**src/crcsp_defs.vh**
```
/*
 * Constants of the checked serial register port: frame layout, check byte
 * generator, FIFO sizing and synchroniser reset levels.
 * Assumes it is included by bare name from the port and FIFO sources.
 */
// Function
// Frames only while chip select low; clock and data ignored otherwise.
// Host changes serial_in on rising clock; device samples on falling.
// Device updates serial_out on rising clock; host samples on falling.
// Both directions shift most significant bit first.
// serial_out push-pull while selected, high impedance when deselected.
// Each frame is exactly forty clock periods.
// First frame bit one means register write.
// First frame bit zero means register read.
// Write frame: op, address, 2 dummy, 8 data, 8 check, 16 dummy.
// Write check byte covers first sixteen frame bits.
// During writes serial_out carries only filler.
// Unimplemented register bits are never updated by writes.
// Host should read back after each write to confirm.
// Read frame: op, address, 10 dummy, 8 check, 16 dummy.
// Read check byte covers first sixteen frame bits.
// Read reply: 8 filler, 8 data, 16 filler, 8 check bits.
// Returned check byte covers only the eight returned data bits.
// All check bytes use generator x^8+x^4+x^3+x^2+1.
// Write with bad check byte is discarded, register unchanged.
// Dummy bits only matter for the check computation.
// Chip select pulled high, data and clock pulled low when undriven.
// Read with bad check byte returns a deliberately wrong check byte.
// Under supply undervoltage refuse frames and hold serial_out low.
// Unmapped address or length not forty sets communication error.
// Address field is five bits after the operation bit.
// Check register starts at zero, bits processed most significant first.
`ifndef CRCSP_DEFS_VH
`define CRCSP_DEFS_VH

`define CRCSP_FRAME_BITS   6'd40
`define CRCSP_ADDR_W       5
`define CRCSP_ADDR_END     6'd6
`define CRCSP_HDR_BITS     6'd16
`define CRCSP_RXCRC_END    6'd24
`define CRCSP_CRC_POLY     8'h1D
`define CRCSP_CRC_INIT     8'h00
`define CRCSP_FILL         1'b0
`define CRCSP_RD_DATA_MSB  6'd31
`define CRCSP_FIFO_DEPTH   4
`define CRCSP_CS_N_RST     1'b1
`define CRCSP_PULLDN_RST   1'b0

`endif

```
**src/crcsp_port.v**
```verilog
/*
 * Serial slave port with check byte protection in front of an 8-bit
 * register file. Frames are sampled by the 200 MHz system clock, which
 * oversamples the serial clock pin. Writes leave through a small FIFO.
 * Assumes the register file answers hit, write mask and read data
 * combinationally for the address on REG_ADDR_OUT, on this clock.
 */
`timescale 1ns/100ps
`default_nettype none
`include "crcsp_defs.vh"
module crcsp_port
#(
    parameter FIFO_DEPTH = `CRCSP_FIFO_DEPTH,
    parameter FIFO_AW    = 2
)
(
    input  wire       CLOCK_IN,
    input  wire       RST_IN,
    input  wire       CS_N_IN,
    input  wire       SCK_IN,
    input  wire       SERIAL_IN_IN,
    output wire       SERIAL_OUT_OUT,
    output wire       SERIAL_OUT_OE_OUT,
    input  wire       UV_IN,
    output wire [4:0] REG_ADDR_OUT,
    input  wire       REG_HIT_IN,
    input  wire [7:0] REG_WMASK_IN,
    input  wire [7:0] REG_RDATA_IN,
    output wire       WR_VALID_OUT,
    input  wire       WR_READY_IN,
    output wire [4:0] WR_ADDR_OUT,
    output wire [7:0] WR_DATA_OUT,
    output wire [7:0] WR_MASK_OUT,
    output wire       COMM_ERR_OUT
);
    localparam FW = `CRCSP_ADDR_W + 16;

    // --------------------------------------------------------------
    // Check byte helpers
    // --------------------------------------------------------------
    function [7:0] crc_step;
        input [7:0] crc;
        input       bit_in;
        reg         fb;
        begin
            fb       = crc[7] ^ bit_in;
            crc_step = {crc[6:0], 1'b0} ^ (fb ? `CRCSP_CRC_POLY : 8'h00);
        end
    endfunction

    function [7:0] crc_byte;
        input [7:0] data;
        integer     i;
        reg [7:0]   c;
        begin
            c = `CRCSP_CRC_INIT;
            for (i = 7; i >= 0; i = i - 1)
            begin
                c = crc_step(c, data[i]);
            end
            crc_byte = c;
        end
    endfunction

    // --------------------------------------------------------------
    // Pin synchronisers
    // --------------------------------------------------------------
    // Reset levels match the pad pulls: deselected, clock and data low.
    reg cs_n_m_q;
    reg cs_n_s_q;
    reg sck_m_q;
    reg sck_s_q;
    reg sck_d_q;
    reg sdi_m_q;
    reg sdi_s_q;
    reg uv_m_q;
    reg uv_s_q;
    reg cs_n_d_q;

    always @(posedge CLOCK_IN or posedge RST_IN)
    begin
        if (RST_IN)
        begin
            cs_n_m_q <= `CRCSP_CS_N_RST;
            cs_n_s_q <= `CRCSP_CS_N_RST;
            cs_n_d_q <= `CRCSP_CS_N_RST;
            sck_m_q  <= `CRCSP_PULLDN_RST;
            sck_s_q  <= `CRCSP_PULLDN_RST;
            sck_d_q  <= `CRCSP_PULLDN_RST;
            sdi_m_q  <= `CRCSP_PULLDN_RST;
            sdi_s_q  <= `CRCSP_PULLDN_RST;
            uv_m_q   <= 1'b0;
            uv_s_q   <= 1'b0;
        end
        else
        begin
            cs_n_m_q <= CS_N_IN;
            cs_n_s_q <= cs_n_m_q;
            cs_n_d_q <= cs_n_s_q;
            sck_m_q  <= SCK_IN;
            sck_s_q  <= sck_m_q;
            sck_d_q  <= sck_s_q;
            sdi_m_q  <= SERIAL_IN_IN;
            sdi_s_q  <= sdi_m_q;
            uv_m_q   <= UV_IN;
            uv_s_q   <= uv_m_q;
        end
    end

    wire selected  = ~cs_n_s_q;
    wire cs_fall   = ~cs_n_s_q & cs_n_d_q;
    wire cs_rise   = cs_n_s_q & ~cs_n_d_q;
    wire sck_rise  = selected & ~cs_fall & sck_s_q & ~sck_d_q;
    wire sck_fall  = selected & ~cs_fall & ~sck_s_q & sck_d_q;

    // --------------------------------------------------------------
    // Receive side
    // --------------------------------------------------------------
    reg [5:0]  rx_cnt_q;
    reg [23:0] rx_sh_q;
    reg [7:0]  crc_calc_q;
    reg        hdr_done_q;
    reg        hit_q;
    reg [7:0]  wmask_q;
    reg [4:0]  addr_q;

    wire       rx_rw   = rx_sh_q[23];
    wire       in_crc  = (rx_cnt_q < `CRCSP_HDR_BITS);

    always @(posedge CLOCK_IN or posedge RST_IN)
    begin
        if (RST_IN)
        begin
            rx_cnt_q   <= 6'd0;
            rx_sh_q    <= 24'h00_0000;
            crc_calc_q <= `CRCSP_CRC_INIT;
            hdr_done_q <= 1'b0;
            hit_q      <= 1'b0;
            wmask_q    <= 8'h00;
            addr_q     <= 5'd0;
        end
        else if (cs_fall)
        begin
            rx_cnt_q   <= 6'd0;
            rx_sh_q    <= 24'h00_0000;
            crc_calc_q <= `CRCSP_CRC_INIT;
            hdr_done_q <= 1'b0;
        end
        else
        begin
            if (sck_fall)
            begin
                if (rx_cnt_q != 6'd63)
                begin
                    rx_cnt_q <= rx_cnt_q + 6'd1;
                end
                if (rx_cnt_q < `CRCSP_RXCRC_END)
                begin
                    rx_sh_q <= {rx_sh_q[22:0], sdi_s_q};
                end
                if (in_crc)
                begin
                    crc_calc_q <= crc_step(crc_calc_q, sdi_s_q);
                end
            end
            if (!hdr_done_q && rx_cnt_q >= `CRCSP_ADDR_END)
            begin
                // Operation bit and five address bits are in
                hdr_done_q <= 1'b1;
                addr_q     <= rx_sh_q[4:0];
                hit_q      <= REG_HIT_IN;
                wmask_q    <= REG_WMASK_IN;
            end
        end
    end

    assign REG_ADDR_OUT = hdr_done_q ? addr_q : rx_sh_q[4:0];

    wire [7:0] rx_data  = rx_sh_q[7:0];
    wire       crc_ok   = (rx_sh_q[7:0] == crc_calc_q);

    // --------------------------------------------------------------
    // Transmit side
    // --------------------------------------------------------------
    reg [39:0] tx_q;
    reg [5:0]  tx_cnt_q;
    reg        tx_bit_q;
    reg        crc_chk_q;
    reg        sdo_q;
    reg        oe_q;

    always @(posedge CLOCK_IN or posedge RST_IN)
    begin
        if (RST_IN)
        begin
            tx_q      <= 40'h00_0000_0000;
            tx_cnt_q  <= 6'd0;
            tx_bit_q  <= `CRCSP_FILL;
            crc_chk_q <= 1'b0;
        end
        else if (cs_fall | cs_rise) // Line idles low between frames
        begin
            tx_q      <= 40'h00_0000_0000;
            tx_cnt_q  <= 6'd0;
            tx_bit_q  <= `CRCSP_FILL;
            crc_chk_q <= 1'b0;
        end
        else
        begin
            if (!hdr_done_q && rx_cnt_q >= `CRCSP_ADDR_END && !rx_sh_q[5])
            begin
                // Read reply built as soon as the address is known
                tx_q <= {8'h00, REG_RDATA_IN, 16'h0000, crc_byte(REG_RDATA_IN)};
            end
            else if (!crc_chk_q && rx_cnt_q >= `CRCSP_RXCRC_END)
            begin
                crc_chk_q <= 1'b1;
                if (!rx_rw && !crc_ok)
                begin
                    tx_q[7:0] <= ~tx_q[7:0];
                end
            end
            if (sck_rise)
            begin
                if (tx_cnt_q < `CRCSP_FRAME_BITS)
                begin
                    tx_bit_q <= tx_q[6'd39 - tx_cnt_q];
                    tx_cnt_q <= tx_cnt_q + 6'd1;
                end
                else
                begin
                    tx_bit_q <= `CRCSP_FILL;
                end
            end
        end
    end

    always @(posedge CLOCK_IN or posedge RST_IN)
    begin
        if (RST_IN)
        begin
            sdo_q <= 1'b0;
            oe_q  <= 1'b0;
        end
        else
        begin
            sdo_q <= uv_s_q ? 1'b0 : tx_bit_q;
            oe_q  <= selected;
        end
    end

    assign SERIAL_OUT_OUT    = sdo_q;
    assign SERIAL_OUT_OE_OUT = oe_q;

    // --------------------------------------------------------------
    // Frame end: commit, discard or flag
    // --------------------------------------------------------------
    reg          pend_q;
    reg [FW-1:0] pend_word_q;
    reg          err_q;
    wire         fifo_ready;
    wire         len_ok   = (rx_cnt_q == `CRCSP_FRAME_BITS);
    wire         good_wr  = len_ok & hit_q & rx_rw & crc_ok & ~uv_s_q;

    always @(posedge CLOCK_IN or posedge RST_IN)
    begin
        if (RST_IN)
        begin
            pend_q      <= 1'b0;
            pend_word_q <= {FW{1'b0}};
            err_q       <= 1'b0;
        end
        else
        begin
            err_q <= 1'b0;
            if (pend_q && fifo_ready)
            begin
                pend_q <= 1'b0;
            end
            if (cs_rise && !uv_s_q)
            begin
                if (!len_ok || !hit_q)
                begin
                    err_q <= 1'b1;
                end
                else if (good_wr)
                begin
                    if (pend_q && !fifo_ready)
                    begin
                        // Previous write still stalled: refuse this one
                        err_q <= 1'b1;
                    end
                    else
                    begin
                        pend_q      <= 1'b1;
                        pend_word_q <= {addr_q, rx_sh_q[15:8] & wmask_q, wmask_q};
                    end
                end
            end
        end
    end

    assign COMM_ERR_OUT = err_q;

    // --------------------------------------------------------------
    // Write queue toward the register file
    // --------------------------------------------------------------
    wire [FW-1:0] fifo_out;

    crcsp_fifo
    #(
        .WIDTH (FW),
        .DEPTH (FIFO_DEPTH),
        .AW    (FIFO_AW)
    )
    u_wr_fifo
    (
        .clk_in        (CLOCK_IN),
        .rst_in        (RST_IN),
        .in_valid_in   (pend_q),
        .in_ready_out  (fifo_ready),
        .in_data_in    (pend_word_q),
        .out_valid_out (WR_VALID_OUT),
        .out_ready_in  (WR_READY_IN),
        .out_data_out  (fifo_out)
    );

    assign WR_ADDR_OUT = fifo_out[FW-1:16];
    assign WR_DATA_OUT = fifo_out[15:8];
    assign WR_MASK_OUT = fifo_out[7:0];
endmodule
`default_nettype wire

```
**src/crcsp_fifo.v**
```verilog
/*
 * Small synchronous FIFO built from flip-flops, valid/ready on both sides.
 * Assumes a single clock and an asynchronous active-high reset.
 */
`timescale 1ns/100ps
`default_nettype none
`include "crcsp_defs.vh"
module crcsp_fifo
#(
    parameter WIDTH = 21,
    parameter DEPTH = `CRCSP_FIFO_DEPTH,
    parameter AW    = 2
)
(
    input  wire             clk_in,
    input  wire             rst_in,
    input  wire             in_valid_in,
    output wire             in_ready_out,
    input  wire [WIDTH-1:0] in_data_in,
    output wire             out_valid_out,
    input  wire             out_ready_in,
    output wire [WIDTH-1:0] out_data_out
);
    reg [WIDTH-1:0] mem_q [0:DEPTH-1];
    reg [AW-1:0]    wr_ptr_q;
    reg [AW-1:0]    rd_ptr_q;
    reg [AW:0]      count_q;
    wire            push;
    wire            pop;

    assign in_ready_out  = (count_q != DEPTH[AW:0]);
    assign out_valid_out = (count_q != {(AW+1){1'b0}});
    assign out_data_out  = mem_q[rd_ptr_q];
    assign push          = in_valid_in & in_ready_out;
    assign pop           = out_valid_out & out_ready_in;

    always @(posedge clk_in)
    begin
        if (push)
        begin
            mem_q[wr_ptr_q] <= in_data_in;
        end
    end

    always @(posedge clk_in or posedge rst_in)
    begin
        if (rst_in)
        begin
            wr_ptr_q <= {AW{1'b0}};
            rd_ptr_q <= {AW{1'b0}};
            count_q  <= {(AW+1){1'b0}};
        end
        else
        begin
            if (push)
            begin
                wr_ptr_q <= (wr_ptr_q == DEPTH[AW-1:0] - 1'b1) ? {AW{1'b0}} : wr_ptr_q + 1'b1;
            end
            if (pop)
            begin
                rd_ptr_q <= (rd_ptr_q == DEPTH[AW-1:0] - 1'b1) ? {AW{1'b0}} : rd_ptr_q + 1'b1;
            end
            if (push & ~pop)
            begin
                count_q <= count_q + 1'b1;
            end
            else if (pop & ~push)
            begin
                count_q <= count_q - 1'b1;
            end
        end
    end
endmodule
`default_nettype wire

```
**config.mk**
```make
export PLATFORM = sky130hd
export DESIGN_NAME = crcsp_port
export DESIGN_NICKNAME = d
export VERILOG_FILES = /design/src/crcsp_port.v /design/src/crcsp_fifo.v
export VERILOG_INCLUDE_DIRS = /design/src
export SDC_FILE = /design/constraint.sdc
export NUM_CORES = 1
export LEC_CHECK = 0
export BUFFER_PORTS_ARGS = -buffer_cell sky130_fd_sc_hd__buf_2
export CELL_PAD_IN_SITES_DETAIL_PLACEMENT = 0
export CELL_PAD_IN_SITES_GLOBAL_PLACEMENT = 1
export CORE_MARGIN = 2
export CORE_UTILIZATION = 45
export DETAILED_ROUTE_END_ITERATION = 16
export GPL_ROUTABILITY_DRIVEN = 0
export PLACE_DENSITY_LB_ADDON = 0.1
export SETUP_SLACK_MARGIN = 0.02
export SLEW_MARGIN = 20
export SYNTH_ARGS = -nofsm -noshare
export SYNTH_HDL_FRONTEND = slang
export SYNTH_SLANG_ARGS = --single-unit
export TNS_END_PERCENT = 10
```
**constraint.sdc**
```tcl
create_clock -name CLOCK_IN -period 5.1 [get_ports CLOCK_IN]
set_input_delay 0.765 -clock CLOCK_IN [delete_from_list [all_inputs] [get_ports CLOCK_IN]]
set_output_delay 0.765 -clock CLOCK_IN [all_outputs]
set_load 0.02 [all_outputs]
```
==> results.sh, run 1 <==
export IMPL_run_status="complete, no violations"
export IMPL_finalClockSkew_ns=0.01253
export IMPL_hold_viol_final=0
export IMPL_power_per_cell_area_nw_per_um2=338.6
export IMPL_max_clock_freq_mhz=354.7
export IMPL_dr_pass1_iters=5
export IMPL_hold_class="input pin to async pin"
export IMPL_cts_tree="built"
export IMPL_layout_area_overhead_vs_synth_pct=13.78
export IMPL_reg_to_reg_critical_path_startpoint="rx_cnt_q[1]"
export IMPL_synth_distinct_cells=48
export IMPL_cellLeakagePower_nw=3.855
export IMPL_residual_overflow_from_global_routing=0
export IMPL_cts_htree_levels=1
export IMPL_largest_net_degree_at_the_start_of_global_routing=46
export IMPL_placed_cells=879
export IMPL_final_nets=708
export IMPL_layoutNonFillerInstCount=919
export IMPL_synth_cell_area_sq_um=8559
export IMPL_first_global_vias=4960
export IMPL_ctsHoldBuffers=0
export IMPL_boundaryPins=54
export IMPL_timing_max_cap_violations=0
export IMPL_worst_case_reg_to_reg_path_depth=7
export IMPL_critical_path_reg2reg_endpoint="pend_word_q[4]"
export IMPL_synth_edff_count=84
export IMPL_fillCellCount=1576
export IMPL_ant_nets=0
export IMPL_post_detailed_routing_wire_length_mm=15.85
export IMPL_ys_dominant_reg_cell="sky130_fd_sc_hd__dfrtp_1"
export IMPL_final_min_period_over_clock_period_pct=55.27
export IMPL_clk_latency_ns=0.49
export IMPL_cts_root_buf="sky130_fd_sc_hd__clkbuf_16"
export IMPL_asyncSetResetFlopFracSynth_pct=58.62
export IMPL_power_ir_vdd_worst_mv=0.2652
export IMPL_timing_reg2reg_setup_slack_ns=2.33
export IMPL_max_slew_margin_rel_pct=31.16
export IMPL_synth_top_cells_by_count="sky130_fd_sc_hd__dfrtp_1, sky130_fd_sc_hd__edfxtp_1, sky130_fd_sc_hd__nand2_1, sky130_fd_sc_hd__nor2_1, sky130_fd_sc_hd__a21oi_1"
export IMPL_initial_utilization_pct=45.76
export IMPL_postCtsSetupBuffers=0
export IMPL_route_detailed_wl_per_inst_um=17.24
export IMPL_rows=50
export IMPL_worst_setup_path_startpoint="u_wr_fifo.rd_ptr_q[0]"
export IMPL_syn_area_per_cell_sq_um=14.01
export IMPL_cp_arrival_ns=2.05
export IMPL_dr_total_vias=4749
export IMPL_setup_tns_final_ns=0
export IMPL_setup_viol=0
export IMPL_post_route_min_period_ns=2.819
export IMPL_grt_usage_pct=16.49
export IMPL_worstSetupStartpointType="flop"
export IMPL_clk_pin_slew_worst_paths_ns=0.06
export IMPL_report_final_slew_viol_count=0
export IMPL_yosysMostFrequentCell="sky130_fd_sc_hd__dfrtp_1"
export IMPL_synthesis_instances=611
export IMPL_synth_seq_area_share_pct=64.30
export IMPL_post_synth_top_area_cell="sky130_fd_sc_hd__dfrtp_1"
export IMPL_number_of_antenna_violations_at_the_first_check_in_global_routing=0
export IMPL_ys_top_cells_by_area="sky130_fd_sc_hd__dfrtp_1, sky130_fd_sc_hd__edfxtp_1, sky130_fd_sc_hd__mux4_2"
export IMPL_overall_die_area_sq_um=20140
export IMPL_cts_sink_count=203
export IMPL_die_w_um=141.9
export IMPL_post_route_cells_drive_above_1_share_pct=23.36
export IMPL_synth_top_area_share_pct=33.91
export IMPL_port_buffers=53
export IMPL_viasPerCell=5.168
export IMPL_coreArea_sq_um=18710
export IMPL_critical_path_required_ns=4.34
export IMPL_dp_hpwl_mm=9.979
export IMPL_worst_case_clock_buffer_depth=3
export IMPL_floorplan_die_height_um=141.9
export IMPL_max_slew_worst_pin_slew_ns=1.030
export IMPL_ys_warnings=0
export IMPL_number_of_antenna_diodes=0
export IMPL_path_max_fanout=21
export IMPL_cts_resized_gates=0
export IMPL_drcViolationCount=0
export IMPL_grt_setup_unrepaired="no"
export IMPL_detail_route_iter0_violations=217
export IMPL_setup_worst_path_end_class="output port"
export IMPL_synth_seq_cells=203
export IMPL_crit_type="flop to output port"
export IMPL_first_pass_grt_wire_length_mm=26.25
export IMPL_cts_inserted_buffers=22
export IMPL_synth_nets=650
## stage by stage
step                total power [W]  hold WS (ns)  setup WS (ns)  area (sq um)  utilization (%)
floorplan                  0.001812        0.3312          1.182          8559                -
global placement           0.001845        0.3332          2.378          9060            48.43
detailed placement         0.001847        0.3365          2.310          9062            48.45
CTS                        0.003345        0.3251          2.033          9738            52.06
global route               0.003431        0.3396          2.151          9739            52.07
finish                     0.003297        0.3196          2.281          9739            52.07
## cells in the final DEF, fill, tap and decap left out, types with 12 or more instances in the layout
| cell | synthesis | final |
|---|---|---|
| sky130_fd_sc_hd__a21oi_1 | 38 | 38 |
| sky130_fd_sc_hd__buf_2 | 7 | 53 |
| sky130_fd_sc_hd__clkbuf_16 | 0 | 23 |
| sky130_fd_sc_hd__dfrtp_1 | 116 | 115 |
| sky130_fd_sc_hd__edfxtp_1 | 84 | 84 |
| sky130_fd_sc_hd__ha_1 | 14 | 14 |
| sky130_fd_sc_hd__inv_1 | 20 | 19 |
| sky130_fd_sc_hd__mux2_2 | 23 | 23 |
| sky130_fd_sc_hd__mux2_4 | 12 | 12 |
| sky130_fd_sc_hd__mux2i_1 | 20 | 20 |
| sky130_fd_sc_hd__mux4_2 | 21 | 21 |
| sky130_fd_sc_hd__nand2_1 | 82 | 82 |
| sky130_fd_sc_hd__nor2_1 | 40 | 40 |
| sky130_fd_sc_hd__xnor2_1 | 28 | 28 |
| sky130_fd_sc_hd__xor2_1 | 22 | 22 |
## registers in the layout, indices dropped and copies added (netlist names), 2 cells and up
| signal | count |
|---|---|
| wmask_q | 8 |
| u_wr_fifo.count_q | 3 |
| rx_sh_q | 24 |
| u_wr_fifo.wr_ptr_q | 2 |
| u_wr_fifo.mem_q | 84 |
| tx_q | 16 |
| u_wr_fifo.rd_ptr_q | 2 |
| crc_calc_q | 8 |
| tx_cnt_q | 6 |
| pend_word_q | 21 |
| addr_q | 5 |
| rx_cnt_q | 6 |
## cell families (layout without fill, tap and decap cells)
group / Yosys count / count (layout) / synth area share (%)
AO/OA/AOI/OAI: 62 / 62 / 4.488
XOR/XNOR: 50 / 50 / 5.116
adder cells (fa/ha/maj): 15 / 15 / 2.280
buffers and inverters: 47 / 121 / 2.339
flip-flops: 203 / 203 / 64.30
multiplexers: 76 / 76 / 13.00
AND/OR/NAND/NOR: 158 / 158 / 8.478
## per-layer routing
metal	up-vias	track usage (%)	part of all wire, %	wire length [um]
li1	2269	-	-	-
met5	-	0	0	0
met4	0	3.526	1.5	231
met3	20	2.666	3.2	508
met2	68	28.95	50	7940
met1	2392	21.84	45	7167
## cell type report
type	count	area [sq um]	share of cell area (%)
clock buffer	30	601.8	6.179
sequential	203	5505	56.53
clock inverter	10	73.82	0.7580
inverter	20	77.57	0.7965
timing repair buffer	61	325.3	3.340
tap	234	292.8	3.006
multi-input combinational	361	2863	29.39
## worst max-delay path: stages, from the launching register on
cell                      delay (ns)
sky130_fd_sc_hd__dfrtp_1        0.38
sky130_fd_sc_hd__buf_4          0.41
sky130_fd_sc_hd__mux4_2         0.58
sky130_fd_sc_hd__buf_2          0.18
## power by group
part           switching (W)  internal, W  leakage, nW
registers         0.00000836      0.00170         2.21
clock network       0.000609     0.000875        0.322
logic              0.0000668    0.0000353         1.33
total               0.000685      0.00261         3.86
## worst max-delay path by stage
| stage | to | slack [ns] |
|---|---|---|
| finish | WR_ADDR_OUT[4] | 2.28 |
| global route | pend_word_q[4] | 2.15 |
| CTS | WR_ADDR_OUT[4] | 2.03 |
| detailed placement | pend_word_q[0] | 2.31 |
| global placement | pend_word_q[4] | 2.38 |
| floorplan | COMM_ERR_OUT | 1.18 |
No activity file was read; power rests on OpenSTA's default activity.
==> run 2: changes to the inputs <==
==> constraint.sdc (replaced) <==
create_clock -name CLOCK_IN -period 2.9 [get_ports CLOCK_IN]
set_input_delay 0.435 -clock CLOCK_IN [delete_from_list [all_inputs] [get_ports CLOCK_IN]]
set_output_delay 0.435 -clock CLOCK_IN [all_outputs]
set_load 0.02 [all_outputs]
==> results.sh, run 2 (synthesized netlist as in run 1, its figures left out) <==
export IMPL_viasPerCell=5.173
export IMPL_route_detailed_wl_per_inst_um=17.19
export IMPL_rows=50
export IMPL_residual_overflow_from_global_routing=0
export IMPL_worst_case_clock_buffer_depth=3
export IMPL_cp_arrival_ns=2.00
export IMPL_grt_usage_pct=16.41
export IMPL_critical_path_reg2reg_endpoint="u_wr_fifo.count_q[2]"
export IMPL_largest_reg_flops=84
export IMPL_worst_setup_path_startpoint="u_wr_fifo.rd_ptr_q[0]"
export IMPL_postCtsSetupBuffers=0
export IMPL_dp_hpwl_mm=10.15
export IMPL_final_nets=712
export IMPL_setup_viol=0
export IMPL_run_status="complete, no violations"
export IMPL_grt_setup_unrepaired="no"
export IMPL_path_max_fanout=24
export IMPL_post_route_min_period_ns=2.437
export IMPL_hold_worst_slack_ns=0.05011
export IMPL_die_w_um=141.9
export IMPL_largest_net_degree_at_the_start_of_global_routing=45
export IMPL_drcViolationCount=0
export IMPL_post_route_cells_drive_above_1_share_pct=23.73
export IMPL_cts_resized_gates=0
export IMPL_power_ir_vdd_worst_mv=0.3848
export IMPL_reg_to_reg_critical_path_startpoint="u_wr_fifo.count_q[0]"
export IMPL_dr_total_vias=4764
export IMPL_boundaryPins=54
export IMPL_clk_pin_slew_worst_paths_ns=0.06
export IMPL_setup_worst_path_end_class="output port"
export IMPL_number_of_antenna_violations_at_the_first_check_in_global_routing=0
export IMPL_coreArea_sq_um=18710
export IMPL_crit_type="flop to output port"
export IMPL_finalClockSkew_ns=0.01523
export IMPL_floorplan_die_height_um=141.9
export IMPL_clk_latency_ns=0.49
export IMPL_timing_reg2reg_setup_slack_ns=0.66
export IMPL_final_min_period_over_clock_period_pct=84.04
export IMPL_cts_root_buf="sky130_fd_sc_hd__clkbuf_16"
export IMPL_worst_case_reg_to_reg_path_depth=8
export IMPL_report_final_slew_viol_count=0
export IMPL_worstSetupStartpointType="flop"
export IMPL_critical_path_required_ns=2.47
export IMPL_max_flop_register="u_wr_fifo.mem_q"
export IMPL_power_per_cell_area_nw_per_um2=595.7
export IMPL_max_clock_freq_mhz=410.3
export IMPL_cts_htree_levels=1
export IMPL_detail_route_iter0_violations=202
export IMPL_max_slew_margin_rel_pct=41.95
export IMPL_overall_die_area_sq_um=20140
export IMPL_cp_endpoint="WR_ADDR_OUT[4]"
export IMPL_timing_max_cap_violations=0
export IMPL_final_common_cell="sky130_fd_sc_hd__dfrtp_1"
export IMPL_layout_area_overhead_vs_synth_pct=14.46
export IMPL_setup_tns_final_ns=0
export IMPL_cts_tree="built"
export IMPL_post_detailed_routing_wire_length_mm=15.83
export IMPL_cellLeakagePower_nw=3.892
export IMPL_number_of_antenna_diodes=0
export IMPL_ff_latch_area_sq_um=5504
export IMPL_ctsHoldBuffers=0
export IMPL_multi_input_area_sq_um=2860
export IMPL_hold_viol_final=0
export IMPL_largestRegisters="u_wr_fifo.mem_q (84), rx_sh_q (24), pend_word_q (21)"
export IMPL_cts_sink_count=203
export IMPL_most_frequent_cells_in_the_layout="sky130_fd_sc_hd__dfrtp_1, sky130_fd_sc_hd__edfxtp_1, sky130_fd_sc_hd__nand2_1, sky130_fd_sc_hd__buf_2, sky130_fd_sc_hd__nor2_1"
export IMPL_fillCellCount=1556
export IMPL_first_pass_grt_wire_length_mm=26.01
export IMPL_ant_nets=0
export IMPL_hold_class="input pin to flop"
export IMPL_initial_utilization_pct=45.76
export IMPL_max_slew_worst_pin_slew_ns=0.8641
export IMPL_port_buffers=53
export IMPL_dr_pass1_iters=4
export IMPL_first_global_vias=4919
export IMPL_cts_inserted_buffers=21
## run 2: cell count changes in the layout (fill, tap and decap cells not counted)
cell,delta
sky130_fd_sc_hd__and2_2,-2
sky130_fd_sc_hd__dfrtp_2,-1
sky130_fd_sc_hd__dfrtp_1,+1
sky130_fd_sc_hd__inv_4,-1
sky130_fd_sc_hd__clkinv_1,-1
sky130_fd_sc_hd__buf_4,+3
sky130_fd_sc_hd__buf_12,+2
sky130_fd_sc_hd__clkbuf_16,-2
sky130_fd_sc_hd__bufinv_16,+2
sky130_fd_sc_hd__clkbuf_1,-3
sky130_fd_sc_hd__and2_1,+2
sky130_fd_sc_hd__clkinv_2,+2
## run 2: how the worst min path moves through the flow
stage	slack, ns	depth (start not counted)	end	from
2_1_floorplan	0.33	0	sck_s_q	sck_m_q
3_3_place_gp	0.34	0	sck_s_q	sck_m_q
3_5_place_dp	0.33	0	sdi_s_q	sdi_m_q
4_1_cts	0.03	1	cs_n_m_q	CS_N_IN
5_1_grt	0.03	1	cs_n_m_q	CS_N_IN
6_report	0.05	1	cs_n_m_q	CS_N_IN
## run 2: layout make-up
cell class / instances / area share [%]
clock buffer: 25 / 5.517
clock inverter: 12 / 1.354
inverter: 20 / 0.8046
multi-input combinational: 361 / 29.20
sequential: 203 / 56.18
tap: 234 / 2.989
timing repair buffer: 66 / 3.959
## run 2: worst max-delay path: stages, from the launching register on
cell	delay, ns
sky130_fd_sc_hd__dfrtp_1	0.32
sky130_fd_sc_hd__buf_4	0.40
sky130_fd_sc_hd__mux4_2	0.59
sky130_fd_sc_hd__buf_2	0.18
## run 2: layer usage
layer / track usage [%] / up-vias / share of wire [%]
met2: 28.28 / 66 / 50
met5: 0 / - / 0
li1: - / 2283 / -
met4: 4.263 / 0 / 1.6
met3: 2.599 / 23 / 3.3
met1: 21.89 / 2392 / 46
## run 2: where the power goes
group / total [W] / internal [W] / switching [W]
Combinational: 0.000186 / 0.0000677 / 0.000118
Sequential: 0.00301 / 0.00299 / 0.0000146
Clock: 0.00264 / 0.00159 / 0.00105
## run 2: through the flow
stage	total power (W)	std cells	instance area (sq um)	util, %	worst slack, ns
global route	0.006055	921	9797	52.37	0.3471
detailed placement	0.003255	884	9124	48.78	0.6691
global placement	0.003254	884	9124	48.78	0.8165
floorplan	0.003187	611	8563	-	0.7782
finish	0.005836	921	9797	52.37	0.4628
CTS	0.005922	921	9797	52.37	0.4078
==> run 3: changes to the inputs <==
--- a/config.mk
+++ b/config.mk
@@ -6,11 +6,12 @@
 export SDC_FILE = /design/constraint.sdc
 export NUM_CORES = 1
 export LEC_CHECK = 0
+export ABC_AREA = 1
 export BUFFER_PORTS_ARGS = -buffer_cell sky130_fd_sc_hd__buf_2
 export CELL_PAD_IN_SITES_DETAIL_PLACEMENT = 0
 export CELL_PAD_IN_SITES_GLOBAL_PLACEMENT = 1
 export CORE_MARGIN = 2
-export CORE_UTILIZATION = 45
+export CORE_UTILIZATION = 43
 export DETAILED_ROUTE_END_ITERATION = 16
 export GPL_ROUTABILITY_DRIVEN = 0
 export PLACE_DENSITY_LB_ADDON = 0.1
==> constraint.sdc (replaced) <==
create_clock -name CLOCK_IN -period 2 [get_ports CLOCK_IN]
set_input_delay 0.3 -clock CLOCK_IN [delete_from_list [all_inputs] [get_ports CLOCK_IN]]
set_output_delay 0.3 -clock CLOCK_IN [all_outputs]
set_load 0.02 [all_outputs]
==> results.sh, run 3 <==
export IMPL_power_ir_vdd_worst_mv=0.5581
export IMPL_setup_worst_path_end_class="output port"
export IMPL_critical_path_top_delay_family="buffers and inverters"
export IMPL_synth_seq_cells=203
export IMPL_run_status="complete, no violations"
export IMPL_power_share_sequential_pct=41.5
export IMPL_ys_top_cells_by_area="sky130_fd_sc_hd__dfrtp_1, sky130_fd_sc_hd__edfxtp_1, sky130_fd_sc_hd__nand2_1"
export IMPL_yosysMostFrequentCell="sky130_fd_sc_hd__nand2_1"
export IMPL_cts_inserted_buffers=22
export IMPL_power_per_cell_area_nw_per_um2=1066
export IMPL_reg_to_reg_critical_path_startpoint="cs_n_s_q"
export IMPL_detail_route_iter0_violations=240
export IMPL_critical_path_required_ns=1.70
export IMPL_placed_area_sq_um=9494
export IMPL_max_clock_freq_mhz=514.4
export IMPL_cts_root_buf="sky130_fd_sc_hd__clkbuf_16"
export IMPL_cellLeakagePower_nw=4.347
export IMPL_boundaryPins=54
export IMPL_worstSetupStartpointType="flop"
export IMPL_layoutNonFillerInstCount=1228
export IMPL_total_power_w=0.01112
export IMPL_final_area_sq_um=10440
export IMPL_cts_sink_count=203
export IMPL_synth_cell_area_sq_um=8832
export IMPL_synth_nets=904
export IMPL_post_synth_top_area_cell="sky130_fd_sc_hd__dfrtp_1"
export IMPL_dp_hpwl_mm=13.24
export IMPL_fillCellCount=1833
export IMPL_launch_instance_of_the_worst_min_delay_path="REG_WMASK_IN[3]"
export IMPL_synth_top_area_share_pct=32.87
export IMPL_timing_critical_path_slowest_cell_delay_ns=0.45
export IMPL_timing_critical_path_depth=6
export IMPL_ant_nets=0
export IMPL_coreArea_sq_um=20170
export IMPL_critical_path_slowest_cell="sky130_fd_sc_hd__dfrtp_2"
export IMPL_drcViolationCount=0
export IMPL_largest_net_degree_at_the_start_of_global_routing=44
export IMPL_synth_distinct_cells=44
export IMPL_ys_warnings=0
export IMPL_overall_die_area_sq_um=21700
export IMPL_layout_setup_ws_ns=0.05584
export IMPL_ys_dominant_reg_cell="sky130_fd_sc_hd__dfrtp_1"
export IMPL_setup_viol=0
export IMPL_fin_util_pct=51.75
export IMPL_synth_seq_area_share_pct=62.32
export IMPL_syn_area_per_cell_sq_um=10.21
export IMPL_initial_utilization_pct=43.79
export IMPL_first_global_vias=6088
export IMPL_number_of_antenna_violations_at_the_first_check_in_global_routing=0
export IMPL_number_of_antenna_diodes=0
export IMPL_holdPathEnd="wmask_q[3]"
export IMPL_route_detailed_wl_per_inst_um=15.79
export IMPL_floorplan_die_height_um=147.3
export IMPL_final_nets=981
export IMPL_worst_case_reg_to_reg_path_depth=9
export IMPL_post_detailed_routing_wire_length_mm=19.39
export IMPL_switching_share_pct=29.10
export IMPL_final_min_period_over_clock_period_pct=97.21
export IMPL_largest_reg_flops=84
export IMPL_grt_setup_unrepaired="yes"
export IMPL_timing_reg2reg_setup_slack_ns=0.14
export IMPL_path_max_fanout=17
export IMPL_pwr_share_clk_pct=36.9
export IMPL_cp_arrival_ns=1.64
export IMPL_max_slew_margin_rel_pct=66.77
export IMPL_synthesis_instances=865
export IMPL_viasPerCell=5.032
export IMPL_clk_latency_ns=0.50
export IMPL_dr_total_vias=6179
export IMPL_cts_tree="built"
export IMPL_rows=52
export IMPL_cp_buffers_inverters=4
export IMPL_post_route_cells_drive_above_1_share_pct=18.06
export IMPL_residual_overflow_from_global_routing=0
export IMPL_largestRegisters="u_wr_fifo.mem_q (84), rx_sh_q (24), pend_word_q (21)"
export IMPL_report_final_slew_viol_count=0
export IMPL_total_switching_power_w=0.003236
export IMPL_max_flop_register="u_wr_fifo.mem_q"
export IMPL_crit_type="flop to output port"
export IMPL_dp_worst_setup_slack_ns=0.09267
export IMPL_cp_cell_sequence="inv_4 -> buf_12 -> buf_4 -> nor2_1 -> o22ai_1 -> buf_2"
export IMPL_hold_class="input pin to flop"
export IMPL_synth_top_cells_by_count="sky130_fd_sc_hd__nand2_1, sky130_fd_sc_hd__dfrtp_1, sky130_fd_sc_hd__o21ai_0, sky130_fd_sc_hd__edfxtp_1, sky130_fd_sc_hd__inv_1"
export IMPL_critical_path_reg2reg_endpoint="tx_q[4]"
export IMPL_asyncSetResetFlopFracSynth_pct=58.62
export IMPL_intPower_w=0.007885
export IMPL_timing_max_cap_violations=0
export IMPL_clk_pin_slew_worst_paths_ns=0.06
export IMPL_dr_pass1_iters=5
export IMPL_max_slew_worst_pin_slew_ns=0.4952
export IMPL_grt_usage_pct=18.03
export IMPL_whs_path_depth=2
export IMPL_final_common_cell="sky130_fd_sc_hd__nand2_1"
export IMPL_worst_case_clock_buffer_depth=3
export IMPL_combinational_fraction_of_design_power_pct=21.6
export IMPL_most_frequent_cells_in_the_layout="sky130_fd_sc_hd__nand2_1, sky130_fd_sc_hd__dfrtp_1, sky130_fd_sc_hd__edfxtp_1, sky130_fd_sc_hd__o21ai_0, sky130_fd_sc_hd__nor2_1"
export IMPL_synth_edff_count=84
export IMPL_cts_htree_levels=1
export IMPL_hold_viol_final=0
export IMPL_layout_area_overhead_vs_synth_pct=18.18
export IMPL_die_w_um=147.3
export IMPL_finalClockSkew_ns=0.01154
export IMPL_first_pass_grt_wire_length_mm=31.33
export IMPL_placed_cells=1181
export IMPL_port_buffers=53
export IMPL_post_route_min_period_ns=1.944
## run 3: cell types whose count changed in the layout (fill, tap and decap cells not counted), moves of 21 or more
cell,previous run,this run
sky130_fd_sc_hd__mux4_2,21,0
sky130_fd_sc_hd__nor2_1,40,71
sky130_fd_sc_hd__nand3_1,5,53
sky130_fd_sc_hd__nand2_1,82,181
sky130_fd_sc_hd__o21ai_0,3,83
sky130_fd_sc_hd__inv_1,19,69
sky130_fd_sc_hd__o22ai_1,0,26
## run 3: cells by family after synthesis
group           after synthesis  synth area share [%]
compound gates              170                 10.40
mux                           9                 1.148
xor+xnor                     17                 1.686
flops                       203                 62.32
fa+ha+maj                    15                 2.210
buf+inv                     113                 5.355
simple gates                338                 16.89
## run 3: worst reg2reg max path, stage by stage, from the launching register on
cell                       delay [ns]
sky130_fd_sc_hd__dfstp_2         0.55
sky130_fd_sc_hd__inv_1           0.07
sky130_fd_sc_hd__ha_1            0.36
sky130_fd_sc_hd__clkinv_2        0.18
sky130_fd_sc_hd__nand3_4         0.19
sky130_fd_sc_hd__inv_2           0.10
sky130_fd_sc_hd__nand3_1         0.12
sky130_fd_sc_hd__nand3_1         0.09
sky130_fd_sc_hd__nand2_1         0.06
sky130_fd_sc_hd__inv_1           0.03
## run 3: how the worst max path moves through the flow
stage / from / end
after detailed placement: u_wr_fifo.count_q[1] / u_wr_fifo.count_q[2]
final: u_wr_fifo.rd_ptr_q[0] / WR_MASK_OUT[7]
after floorplan: u_wr_fifo.count_q[0] / u_wr_fifo.count_q[2]
after CTS: u_wr_fifo.rd_ptr_q[0] / WR_MASK_OUT[3]
after global placement: cs_n_s_q / tx_cnt_q[5]
after global routing: u_wr_fifo.rd_ptr_q[0] / WR_MASK_OUT[2]
## run 3: layout make-up
type / count / area (sq um) / share of cell area, %
flip-flops and latches: 203 / 5505 / 52.75
multi-input cells: 549 / 2892 / 27.70
repair buffers: 82 / 615.6 / 5.898
clock buffers: 25 / 575.6 / 5.514
inverters: 84 / 341.6 / 3.273
well taps: 270 / 337.8 / 3.237
clock inverters: 15 / 170.2 / 1.630
## run 3: power by group through the flow
stage	Sequential (W)	Combinational (W)	Clock, W
2_1_floorplan	0.00465	0.00141	0
3_3_place_gp	0.00467	0.00208	0
3_5_place_dp	0.00467	0.00214	0
4_1_cts	0.00461	0.00234	0.00421
5_1_grt	0.00463	0.00267	0.00441
6_report	0.00462	0.00241	0.00410
## run 3: what timing repair did
action,4_1_cts,5_1_grt
endpoints found under the setup margin,13,26
hold endpoints to repair,12,0
setup buffers,2,0
hold buffers,5,0
pin swaps,1,3
gates resized for setup,22,26
## run 3: layer usage
| layer | GRT usage (%) | share of wire, % |
|---|---|---|
| met5 | 0 | 0 |
| met4 | 4.183 | 1.5 |
| met3 | 2.609 | 3.2 |
| met2 | 31.71 | 49 |
| met1 | 23.77 | 46 |
## run 3: per-stage QoR
step | hold slack, ns | setup TNS (ns)
floorplan | 0.3045 | 0
global placement | 0.2859 | 0
detailed placement | 0.2876 | 0
CTS | 0.008157 | 0
global route | 0.01429 | -0.1028
finish | 0.02789 | 0
